`src/rtl/usctl_defs.vh`:
```
/*
  constants for the two-port serial control register block: special-function
  addresses, field positions, reset value and mode encodings.
  assumes it is included by bare name from the design files.
*/
`ifndef USCTL_DEFS_VH
`define USCTL_DEFS_VH

// ============================================================
// addresses and reset
`define USCTL_ADDR_PORT0  8'h98
`define USCTL_ADDR_PORT1  8'hd8
`define USCTL_RESET_VAL   8'h00

// ============================================================
// field positions
`define USCTL_BIT_MODE_HI 7
`define USCTL_BIT_MODE_LO 6
`define USCTL_BIT_MP_EN   5
`define USCTL_BIT_RX_EN   4
`define USCTL_BIT_TX9     3
`define USCTL_BIT_RX9     2
`define USCTL_BIT_TX_DONE 1
`define USCTL_BIT_RX_DONE 0

// ============================================================
// mode encodings
`define USCTL_MODE0       2'b00
`define USCTL_MODE1       2'b01
`define USCTL_MODE2       2'b10
`define USCTL_MODE3       2'b11

`endif

```
`src/rtl/usctl_port.v`:
```
/*
  one serial port control register with its hardware flag logic.
  assumes shifter events are one-cycle pulses synchronous to i_clk and that
  the special-function write strobe is already decoded to this port.
*/
`timescale 1ns/1ns
`include "usctl_defs.vh"

module usctl_port (
  // clock and reset
  input  wire       i_clk,
  input  wire       i_reset,
  // register access
  input  wire       i_wr,
  input  wire [7:0] i_wdata,
  // shifter events
  input  wire       i_tx_done,
  input  wire       i_rx_done,
  input  wire       i_rx_ninth,
  // state
  output wire [7:0] o_value,
  output wire [1:0] o_mode,
  output wire       o_rx_start_ok,
  output wire       o_tx_ninth_used,
  output wire       o_tx_ninth,
  output wire       o_irq
);

  reg  [7:0] ctrl_r;
  reg  [7:0] ctrl_nxt;
  wire [1:0] mode;
  wire       mp_en;
  wire       rx_accept;

  assign mode  = {ctrl_r[`USCTL_BIT_MODE_HI], ctrl_r[`USCTL_BIT_MODE_LO]};
  assign mp_en = ctrl_r[`USCTL_BIT_MP_EN];

  // multiprocessor gate; mode 0 ignores the enable bit
  assign rx_accept = (mode == `USCTL_MODE0) | ~mp_en | i_rx_ninth;

  // receive start condition, mode 0 also needs flag clear
  assign o_rx_start_ok = ctrl_r[`USCTL_BIT_RX_EN] &
                         ((mode != `USCTL_MODE0) | ~ctrl_r[`USCTL_BIT_RX_DONE]);

  // ninth transmit bit only used in modes 2 and 3
  assign o_tx_ninth_used = mode[1];
  assign o_tx_ninth      = ctrl_r[`USCTL_BIT_TX9];

  assign o_irq   = ctrl_r[`USCTL_BIT_TX_DONE] | ctrl_r[`USCTL_BIT_RX_DONE];
  assign o_value = ctrl_r;
  assign o_mode  = mode;

  // next value: software write first, hardware sets win over clears
  always @* begin
    ctrl_nxt = ctrl_r;
    if (i_wr) begin
      ctrl_nxt = i_wdata;
    end
    // transmit flag set on shifter completion
    if (i_tx_done) begin
      ctrl_nxt[`USCTL_BIT_TX_DONE] = 1'b1;
    end
    // store ninth bit outside mode 0 and flag an accepted frame
    if (i_rx_done && rx_accept) begin
      ctrl_nxt[`USCTL_BIT_RX_DONE] = 1'b1;
      if (mode != `USCTL_MODE0) begin
        ctrl_nxt[`USCTL_BIT_RX9] = i_rx_ninth;
      end
    end
  end

  // only a write can clear flags; reset value
  always @(posedge i_clk) begin
    if (i_reset) begin
      ctrl_r <= `USCTL_RESET_VAL;
    end else begin
      ctrl_r <= ctrl_nxt;
    end
  end

endmodule

```
`src/rtl/usctl_top.v`:
```
/*
  serial control registers for two identical ports on the special-function bus.
  assumes one-cycle write and read strobes with an 8-bit address, and shifter
  event pulses from the bit engines outside; read data is registered.
*/
`timescale 1ns/1ns
`include "usctl_defs.vh"

module usctl_top (
  // clock and reset
  input  wire       i_clk,
  input  wire       i_reset,
  // special-function bus
  input  wire [7:0] i_sfr_addr,
  input  wire       i_sfr_wr,
  input  wire       i_sfr_rd,
  input  wire [7:0] i_sfr_wdata,
  output reg  [7:0] o_sfr_rdata,
  output reg        o_sfr_hit,
  // port 0 shifter events
  input  wire       i_tx0_done,
  input  wire       i_rx0_done,
  input  wire       i_rx0_ninth,
  // port 1 shifter events
  input  wire       i_tx1_done,
  input  wire       i_rx1_done,
  input  wire       i_rx1_ninth,
  // port 0 control toward shifters
  output reg  [1:0] o_mode0,
  output reg        o_rx0_start_ok,
  output reg        o_tx0_ninth_used,
  output reg        o_tx0_ninth,
  // port 1 control toward shifters
  output reg  [1:0] o_mode1,
  output reg        o_rx1_start_ok,
  output reg        o_tx1_ninth_used,
  output reg        o_tx1_ninth,
  // shared interrupt request
  output reg        o_irq
);

  wire       sel0;
  wire       sel1;
  wire [7:0] val0;
  wire [7:0] val1;
  wire [1:0] mode0;
  wire [1:0] mode1;
  wire       rx_ok0;
  wire       rx_ok1;
  wire       tx9u0;
  wire       tx9u1;
  wire       tx90;
  wire       tx91;
  wire       irq0;
  wire       irq1;

  // ============================================================
  // address decode
  // fixed special-function addresses
  assign sel0 = (i_sfr_addr == `USCTL_ADDR_PORT0);
  assign sel1 = (i_sfr_addr == `USCTL_ADDR_PORT1);

  // ============================================================
  // port instances
  usctl_port u_port0 (
    .i_clk           (i_clk),
    .i_reset         (i_reset),
    .i_wr            (i_sfr_wr & sel0),
    .i_wdata         (i_sfr_wdata),
    .i_tx_done       (i_tx0_done),
    .i_rx_done       (i_rx0_done),
    .i_rx_ninth      (i_rx0_ninth),
    .o_value         (val0),
    .o_mode          (mode0),
    .o_rx_start_ok   (rx_ok0),
    .o_tx_ninth_used (tx9u0),
    .o_tx_ninth      (tx90),
    .o_irq           (irq0)
  );

  usctl_port u_port1 (
    .i_clk           (i_clk),
    .i_reset         (i_reset),
    .i_wr            (i_sfr_wr & sel1),
    .i_wdata         (i_sfr_wdata),
    .i_tx_done       (i_tx1_done),
    .i_rx_done       (i_rx1_done),
    .i_rx_ninth      (i_rx1_ninth),
    .o_value         (val1),
    .o_mode          (mode1),
    .o_rx_start_ok   (rx_ok1),
    .o_tx_ninth_used (tx9u1),
    .o_tx_ninth      (tx91),
    .o_irq           (irq1)
  );

  // ============================================================
  // registered outputs; one cycle behind the control registers
  always @(posedge i_clk) begin
    if (i_reset) begin
      o_sfr_rdata      <= 8'h00;
      o_sfr_hit        <= 1'b0;
      o_mode0          <= 2'h0;
      o_rx0_start_ok   <= 1'b0;
      o_tx0_ninth_used <= 1'b0;
      o_tx0_ninth      <= 1'b0;
      o_mode1          <= 2'h0;
      o_rx1_start_ok   <= 1'b0;
      o_tx1_ninth_used <= 1'b0;
      o_tx1_ninth      <= 1'b0;
      o_irq            <= 1'b0;
    end else begin
      // unmapped reads return zero with no hit
      o_sfr_hit <= i_sfr_rd & (sel0 | sel1);
      if (i_sfr_rd && sel0) begin
        o_sfr_rdata <= val0;
      end else if (i_sfr_rd && sel1) begin
        o_sfr_rdata <= val1;
      end else begin
        o_sfr_rdata <= 8'h00;
      end
      o_mode0          <= mode0;
      o_rx0_start_ok   <= rx_ok0;
      o_tx0_ninth_used <= tx9u0;
      o_tx0_ninth      <= tx90;
      o_mode1          <= mode1;
      o_rx1_start_ok   <= rx_ok1;
      o_tx1_ninth_used <= tx9u1;
      o_tx1_ninth      <= tx91;
      o_irq            <= irq0 | irq1;
    end
  end

endmodule

```
`config.mk`:
```
export PLATFORM = sky130hd
export DESIGN_NAME = usctl_top
export DESIGN_NICKNAME = d
export VERILOG_FILES = /design/src/rtl/usctl_port.v /design/src/rtl/usctl_top.v
export VERILOG_INCLUDE_DIRS = /design/src /design/src/rtl
export SDC_FILE = /design/constraint.sdc
export NUM_CORES = 1
export LEC_CHECK = 0
export ABC_AREA = 1
export BUFFER_PORTS_ARGS = -buffer_cell sky130_fd_sc_hd__buf_2
export CORE_ASPECT_RATIO = 0.5
export CORE_UTILIZATION = 54
export CTS_CLUSTER_DIAMETER = 100
export DETAILED_ROUTE_END_ITERATION = 10
export PLACE_DENSITY = 0.83
export SYNTH_ARGS = -nofsm -noshare
export SYNTH_HDL_FRONTEND = slang
export SYNTH_HIERARCHICAL = 1
export SYNTH_SLANG_ARGS = --single-unit
```
`constraint.sdc`:
```
create_clock -name i_clk -period 4.6 [get_ports i_clk]
set_input_delay 1.38 -clock i_clk [delete_from_list [all_inputs] [get_ports i_clk]]
set_output_delay 1.38 -clock i_clk [all_outputs]
set_load 0.02 [all_outputs]
```
==> results.py, run 1 <==
metrics = {
    "yosys": {
        "syn-instance-count": 205,
        "synth_top_area_share_pct": 45.6,
        "yosysTopAreaCell": "dfxtp_1",
        "synth.distinct_cells": 22,
        "synth_seq_area_share_pct": 45.6,
        "synth.yosys.warnings": 6,
        "synth_area_per_cell_sq_um": 7.71,
        "syn_area_sq_um": 1580,
        "ys_top_cells_by_area": "dfxtp_1 (46%), nor2_1 (10%), inv_1 (7.8%), nand2_1 (4.5%), o21ai_0 (3.8%)",
        "syn-num-nets": 231,
        "synth_seq_cells": 36,
    },
    "placed_design": {
        "place_area_sq_um": 1790,
        "gp_congestion": 0.881,
        "dp_hpwl_mm": 2.40,
        "io_buffers": 45,
        "post-place-ws_ps": 1760,
    },
    "floorplan": {
        "core_sq_um": 2680,
        "fp.dieH_microns": 40.3,
        "rows": 13,
        "fp.dieArea_sq_um": 3160,
        "initial_utilization_pct": 58.9,
        "die_width_microns": 78.5,
        "ios": 46,
    },
    "timing": {
        "period_share_pct": 56.6,
        "slew_headroom_pct": 64.5,
        "setup_tns_ps": 0,
        "finalWorstSetupSlack_ps": 1990,
        "finalSetupViolCount": 0,
        "maxSlewViolCount": 0,
        "rsz0062_at_grt": "false",
        "hold_viol": 0,
        "fin_skew_ps": 10.1,
        "worstMarginPinSlew_ps": 532,
        "finalCriticalPeriod_ps": 2610,
        "whs_ps": 447,
        "fmax_mhz": 384,
    },
    "power": {
        "power_density_nw_per_um2": 332,
        "p_comb_share_pct": 6.5,
        "ir_worst_vdd_v": 0.000187,
        "leakage_uw": 0.000887,
        "p_clk_share_pct": 42.8,
        "switchingPower_uw": 136,
        "p_int_uw": 492,
        "switching_share_pct": 21.7,
        "p_seq_share_pct": 50.7,
        "finalPower_uw": 629,
    },
    "layout": {
        "layout_commonest_cell": "buf_2",
        "layout_common_cells": "buf_2 (45), nor2_1 (42), dfxtp_1 (36)",
        "areaGrowthSynthToFinish_pct": 19.7,
        "drive_above_1_share_pct": 32.3,
        "antenna_cells": 0,
        "fin_area_sq_um": 1890,
        "final_nets": 273,
    },
    "worst_setup_path": {
        "max_stage_delay_ps": 430,
        "worstPathMaxFanout": 10,
        "crit_required_ps": 4770,
        "crit_buf_inv": 3,
        "cp_common_cell": "nand2_4",
        "critical_path_class": "in -> reg",
        "end_kind": "flop",
        "crit_arrival_ps": 2780,
        "slowest_stage": "nor2_1",
        "start_kind": "primary input",
        "cpLargestDelayFamily": "simple AND/OR/NAND/NOR gates",
        "worstPathCellList": "buf_2 > inv_1 > nand2_4 > nor2_8 > nand2_4 > nor2_1 > inv_2 > o21ai_0 > a21oi_1",
    },
    "routing": {
        "vias": 1371,
        "drtAntennaViolNets": 0,
        "drc": 0,
        "wire_per_inst_microns": 11.4,
        "drt-total-wl_mm": 3.25,
        "drt_iter0_drc": 68,
        "drt_first_pass_iters": 4,
        "routed_via_density": 4.81,
    },
    "clock_tree": {
        "ctsResizeCount": 0,
        "clock_sink_count": 36,
        "htree_levels": 2,
        "clkTransAtPathRegs_ps": 70,
        "cts_hold_buffers": 0,
        "postCtsSetupRepairBufs": 0,
        "cts_inserted_buffers": 5,
        "worstSkewPairLatency_ps": 280,
        "clockRootBuffer": "clkbuf_8",
        "cts_buffer_depth": 2,
        "cts_tree": "built",
    },
    "grt": {
        "antenna_found_initial": 0,
        "grt_max_degree": 27,
        "overflow": 0,
        "grt_pass1_wl_mm": 5.06,
        "grtUsageTotal_pct": 22.9,
        "first_global_vias": 1100,
    },
    "run": {
        "cap_violations": 0,
    },
    "worst_hold_path": {
        "hp-class": "reg -> reg",
    },
    "status": {
        "status": "completed",
    },
}
## Yosys cell counts
master and number:
nand2_1 19, buf_4 8, or2_1 2, nor2_1 42, o21ai_2 2, dfxtp_1 36, inv_1 33, o21ai_1 2
a21oi_1 11, a21boi_0 2, clkbuf_1 2, a21oi_2 6, inv_2 4, nand4_1 6, nand2_2 6, nor2_4 2
or2_2 2, nand3_1 2, nand2_4 2, nand3_2 2, o21ai_0 12, nor2_8 2
## worst reg2reg max path, stage by stage (launching register included)
cell and delay, ps:
dfxtp_1 420, inv_1 90, nand2_1 120, nand3_1 80, nand2_1 60, inv_1 30
nor2_1 80
## cell type report
class,instances,area (sq um)
fillers,217,791
flip-flops and latches,36,721
multi-input cells,122,654
repair buffers,45,225
inverters,37,139
clock buffers,6,72.6
well taps,37,46.3
clock inverters,2,35.0
## registers in the layout, indices dropped and copies added, names as in the netlist
| name | flops |
|---|---|
| o_irq | 1 |
| o_mode0 | 2 |
| o_mode1 | 2 |
| o_rx0_start_ok | 1 |
| o_rx1_start_ok | 1 |
| o_sfr_hit | 1 |
| o_sfr_rdata | 8 |
| o_tx0_ninth | 1 |
| o_tx0_ninth_used | 1 |
| o_tx1_ninth | 1 |
| o_tx1_ninth_used | 1 |
| u_port0/o_value | 8 |
| u_port1/o_value | 8 |
## stage by stage
step,util [%],instances
2_1_floorplan,-,205
3_3_place_gp,66.5,277
3_5_place_dp,66.5,277
4_1_cts,70.5,285
5_1_grt,70.5,285
6_report,70.5,285
## path summary, 6_finish.rpt
path	endpoint	start	slack, ps	cells after the start
max	u_port0/o_value[6]	i_sfr_addr[0]	1990	9
min	o_tx1_ninth	u_port1/o_value[3]	450	2
min reg2reg	o_tx1_ninth	u_port1/o_value[3]	450	2
max reg2reg	u_port1/o_value[2]	u_port1/o_value[7]	3660	6
## logic make-up after synthesis
kind of cell / after synthesis / synth area share (%)
flip-flops: 36 / 45.6
buffers and inverters: 47 / 13.1
AND/OR/NAND/NOR: 87 / 28.1
AO/OA/AOI/OAI: 35 / 13.3
## power groups by stage
stage	Clock, uW	Combinational (uW)	Sequential (uW)
final	269	40.9	319
after global routing	289	45.5	319
after CTS	270	40.9	319
after detailed placement	0	40.7	326
after global placement	0	39.5	326
after floorplan	0	21.6	325
## metal layers
metal  wire, microns  global-route usage, %  up-vias
met5               0                      0        -
met4              42                   6.94        0
met3             258                   9.09        6
met2            1300                   35.7       51
met1            1640                   29.8      607
li1                -                      -      707
Note: power is estimated with default switching activity, not from simulation.
==> run 2, diff against run 1 <==
CORE_UTILIZATION = 51   (was 54)
PLACE_DENSITY = 0.79   (was 0.83)
clock period = 2.4 ns   (was 4.6 ns; I/O delays follow)
==> results.py, run 2 (synthesis gave the netlist of run 1 again) <==
metrics = {
    "layout": {
        "fin_area_sq_um": 1890,
        "areaGrowthSynthToFinish_pct": 19.5,
        "drive_above_1_share_pct": 32.4,
        "fin_cells": 287,
        "antenna_cells": 0,
        "layout_common_cells": "buf_2 (45), nor2_1 (42), dfxtp_1 (36)",
        "layout_commonest_cell": "buf_2",
        "post-route-util_pct": 68.4,
        "final_nets": 275,
    },
    "status": {
        "status": "completed",
    },
    "floorplan": {
        "rows": 13,
        "ios": 46,
        "core_sq_um": 2770,
        "initial_utilization_pct": 57.2,
        "fp.dieH_microns": 41.4,
        "fp.dieArea_sq_um": 3340,
        "die_width_microns": 80.8,
    },
    "grt": {
        "grt_pass1_wl_mm": 5.22,
        "grtUsageTotal_pct": 22.7,
        "first_global_vias": 1154,
        "antenna_found_initial": 0,
        "grt_max_degree": 15,
        "overflow": 0,
    },
    "power": {
        "p_clk_share_pct": 38.6,
        "p_comb_share_pct": 7.1,
        "p_seq_share_pct": 54.4,
        "ir_worst_vdd_v": 0.000350,
        "power_density_nw_per_um2": 594,
        "switchingPower_uw": 253,
        "p_int_uw": 870,
        "leakage_uw": 0.000888,
        "switching_share_pct": 22.5,
    },
    "routing": {
        "drtAntennaViolNets": 0,
        "wire_per_inst_microns": 11.6,
        "drt-total-wl_mm": 3.34,
        "routed_via_density": 4.78,
        "drc": 0,
        "vias": 1372,
        "drt_first_pass_iters": 5,
        "drt_iter0_drc": 61,
    },
    "timing": {
        "maxSlewViolCount": 0,
        "period_share_pct": 80.7,
        "hold_viol": 0,
        "fmax_mhz": 517,
        "worstMarginPinSlew_ps": 463,
        "finalCriticalPeriod_ps": 1940,
        "rsz0062_at_grt": "false",
        "whs_ps": 456,
        "setup_tns_ps": 0,
        "finalSetupViolCount": 0,
        "fin_skew_ps": 6.66,
        "slew_headroom_pct": 69.0,
    },
    "clock_tree": {
        "worstSkewPairLatency_ps": 290,
        "clkTransAtPathRegs_ps": 60,
        "cts_inserted_buffers": 5,
        "ctsResizeCount": 0,
        "postCtsSetupRepairBufs": 0,
        "cts_hold_buffers": 0,
        "clockRootBuffer": "clkbuf_8",
        "clock_sink_count": 36,
        "htree_levels": 2,
        "cts_buffer_depth": 2,
        "cts_tree": "built",
    },
    "placed_design": {
        "dp_hpwl_mm": 2.46,
        "place_area_sq_um": 1800,
        "gp_congestion": 0.927,
        "io_buffers": 45,
        "dpl.cell_count": 279,
    },
    "worst_hold_path": {
        "hp-class": "reg -> reg",
        "min_to": "o_tx1_ninth",
        "min-delay-start": "u_port1/o_value[3]",
        "holdPathStages": 2,
    },
    "worst_setup_path": {
        "cp_common_cell": "nand2_4",
        "end_kind": "flop",
        "slowest_stage": "nor2_1",
        "worstReg2RegEnd": "u_port0/o_value[0]",
        "worstPathCellList": "buf_2 > inv_1 > nand2_4 > nor2_8 > nand2_4 > nor2_1 > inv_2 > o21ai_0 > a21oi_1",
        "max_stage_delay_ps": 380,
        "reg2reg_from": "u_port0/o_value[7]",
        "start_kind": "primary input",
        "critical_path_class": "in -> reg",
        "crit_required_ps": 2570,
        "r2r_setup_slack_ps": 1460,
        "worst-r2r-cell-count": 3,
        "worstPathMaxFanout": 10,
        "crit_arrival_ps": 2110,
    },
    "run": {
        "cap_violations": 0,
    },
}
run 2: per-layer routing:
layer	routed length, microns	track usage [%]
met2	1340	35.4
met1	1670	29.8
met4	25	11.6
met5	0	0
met3	308	6.52
run 2: how the worst max path moves through the flow:
stage	endpoint	cells past startpoint	start	slack, ps
after detailed placement	u_port0/o_value[7]	9	i_sfr_addr[0]	230
after floorplan	u_port0/o_value[5]	8	i_sfr_addr[0]	590
after global routing	u_port0/o_value[7]	9	i_sfr_addr[2]	370
after CTS	u_port0/o_value[7]	9	i_sfr_addr[0]	520
after global placement	u_port0/o_value[6]	9	i_sfr_addr[2]	330
final	u_port0/o_value[7]	9	i_sfr_addr[0]	460
run 2: power groups by stage:
| stage | Sequential (uW) | Combinational, uW | Clock, uW |
|---|---|---|---|
| final | 611 | 79.4 | 433 |
| after global routing | 611 | 88.4 | 467 |
| after CTS | 610 | 79.1 | 439 |
| after detailed placement | 624 | 78.7 | 0 |
| after global placement | 624 | 76.5 | 0 |
| after floorplan | 624 | 41.4 | 0 |
run 2: layout make-up:
| type | instances | area [sq um] |
|---|---|---|
| Fill cell | 226 | 875 |
| Sequential cell | 36 | 721 |
| Multi-Input combinational cell | 122 | 654 |
| Timing Repair Buffer | 47 | 240 |
| Inverter | 37 | 139 |
| Clock buffer | 8 | 90.1 |
| Tap cell | 37 | 46.3 |
run 2: per-stage QoR:
stage               setup WS, ps  power, uW
floorplan                    591        665
global placement             326        701
detailed placement           230        703
CTS                          520       1130
global route                 368       1170
finish                       464       1120
run 2: critical path, delay by kind of cell:
family	cells	cell delay (ps)
buffers and inverters	3	370
AOI/OAI and AO/OA	2	300
and+or+nand+nor	4	710
==> run 3, diff against run 2 <==
CORE_UTILIZATION = 46   (was 51)
PLACE_DENSITY = 0.75   (was 0.79)
clock period = 1.71 ns   (was 2.4 ns; I/O delays follow)
==> results.py, run 3 (synthesis gave the netlist of run 1 again) <==
metrics = {
    "floorplan": {
        "die_width_microns": 84.9,
        "rows": 14,
        "ios": 46,
        "fp.dieArea_sq_um": 3690,
        "core_sq_um": 3140,
        "initial_utilization_pct": 50.4,
        "fp.dieH_microns": 43.5,
    },
    "grt": {
        "antenna_found_initial": 0,
        "grt_pass1_wl_mm": 5.60,
        "grtUsageTotal_pct": 20.4,
        "grt_max_degree": 14,
        "first_global_vias": 1222,
        "overflow": 0,
    },
    "placed_design": {
        "dp_hpwl_mm": 2.63,
        "gp_congestion": 0.831,
        "io_buffers": 45,
    },
    "routing": {
        "drtAntennaViolNets": 0,
        "drc": 4,
        "drt_first_pass_iters": 10,
        "drt-total-wl_mm": 3.37,
        "vias": 1384,
        "wire_per_inst_microns": 11.4,
        "routed_via_density": 4.69,
        "drt_iter0_drc": 124,
    },
    "timing": {
        "maxSlewViolCount": 0,
        "fmax_mhz": 718,
        "rsz0062_at_grt": "false",
        "fin_skew_ps": 7.07,
        "period_share_pct": 81.4,
        "hold_viol": 0,
        "finalCriticalPeriod_ps": 1390,
        "setup_tns_ps": 0,
        "slew_headroom_pct": 85.3,
        "finalSetupViolCount": 0,
        "worstMarginPinSlew_ps": 218,
    },
    "layout": {
        "layout_commonest_cell": "buf_2",
        "drive_above_1_share_pct": 33.7,
        "areaGrowthSynthToFinish_pct": 22.2,
        "final_nets": 280,
        "layout_common_cells": "buf_2 (45), nor2_1 (42), dfxtp_1 (36)",
        "antenna_cells": 0,
        "post-route-util_pct": 61.6,
    },
    "clock_tree": {
        "ctsResizeCount": 0,
        "htree_levels": 2,
        "worstSkewPairLatency_ps": 290,
        "clkTransAtPathRegs_ps": 70,
        "cts_tree": "built",
        "cts_inserted_buffers": 5,
        "postCtsSetupRepairBufs": 0,
        "cts_buffer_depth": 2,
        "clockRootBuffer": "clkbuf_8",
        "clock_sink_count": 36,
        "cts_hold_buffers": 0,
    },
    "run": {
        "cap_violations": 0,
    },
    "worst_setup_path": {
        "worstPathMaxFanout": 10,
        "r2r_setup_slack_ps": 780,
        "end_kind": "flop",
        "start_kind": "primary input",
        "critical_path_class": "in -> reg",
        "reg2reg_from": "u_port0/o_value[0]",
        "crit_required_ps": 1890,
        "worst-r2r-cell-count": 3,
        "worstReg2RegEnd": "o_irq",
        "crit_arrival_ps": 1570,
    },
    "worst_hold_path": {
        "hp-class": "reg -> reg",
        "min_to": "o_tx0_ninth",
        "holdPathStages": 2,
        "min-delay-start": "u_port0/o_value[3]",
    },
    "power": {
        "ir_worst_vdd_v": 0.000297,
        "power_density_nw_per_um2": 821,
        "leakage_uw": 0.000913,
    },
    "status": {
        "failed_checks": "design-rule violations",
        "status": "finished with violations",
    },
}
## run 3: layout make-up
class                   instances  area, sq um
fillers                       293         1200
multi-input cells             122          654
flip-flops and latches         36          721
inverters                      37          139
repair buffers                 52          278
clock buffers                   8         90.1
well taps                      40         50.0
## run 3: report_power, final
| part | internal, uW | total, uW | switching (uW) |
|---|---|---|---|
| sequential | 848 | 857 | 9.08 |
| clock | 328 | 611 | 283 |
| combinational | 48.2 | 117 | 69.2 |
## run 3: worst max path at each step
stage	start	endpoint	depth (start not counted)
after global routing	i_sfr_addr[0]	u_port0/o_value[5]	10
after global placement	i_sfr_addr[5]	u_port0/o_value[5]	10
after floorplan	i_sfr_addr[0]	u_port0/o_value[5]	8
final	i_sfr_addr[0]	u_port0/o_value[7]	10
after detailed placement	i_sfr_addr[5]	u_port0/o_value[7]	10
after CTS	i_sfr_addr[5]	u_port0/o_value[7]	10
## run 3: metrics by stage
step	hold WS [ps]	total power [uW]	instances	worst slack [ps]	instance area, sq um
floorplan	413	934	205	108	1580
global placement	433	988	287	109	1840
detailed placement	434	992	287	66.3	1840
CTS	445	1610	295	366	1930
global route	479	1650	295	231	1930
finish	442	1590	295	318	1930
## run 3: per-layer routing
metal | vias up | share of wire (%) | global-route usage (%)
met5 | - | 0 | 0
met2 | 51 | 41 | 28.6
met3 | 6 | 8.9 | 6.48
li1 | 723 | - | -
met4 | 0 | 1.1 | 10.2
met1 | 604 | 48 | 28.6
## run 3: worst max-delay path, cell delays in order
cell,delay (ps)
buf_2,100
inv_1,80
nand2_4,70
nor2_8,120
nand2_4,50
nor2_1,90
buf_4,160
inv_2,90
o21ai_0,220
a21oi_1,60
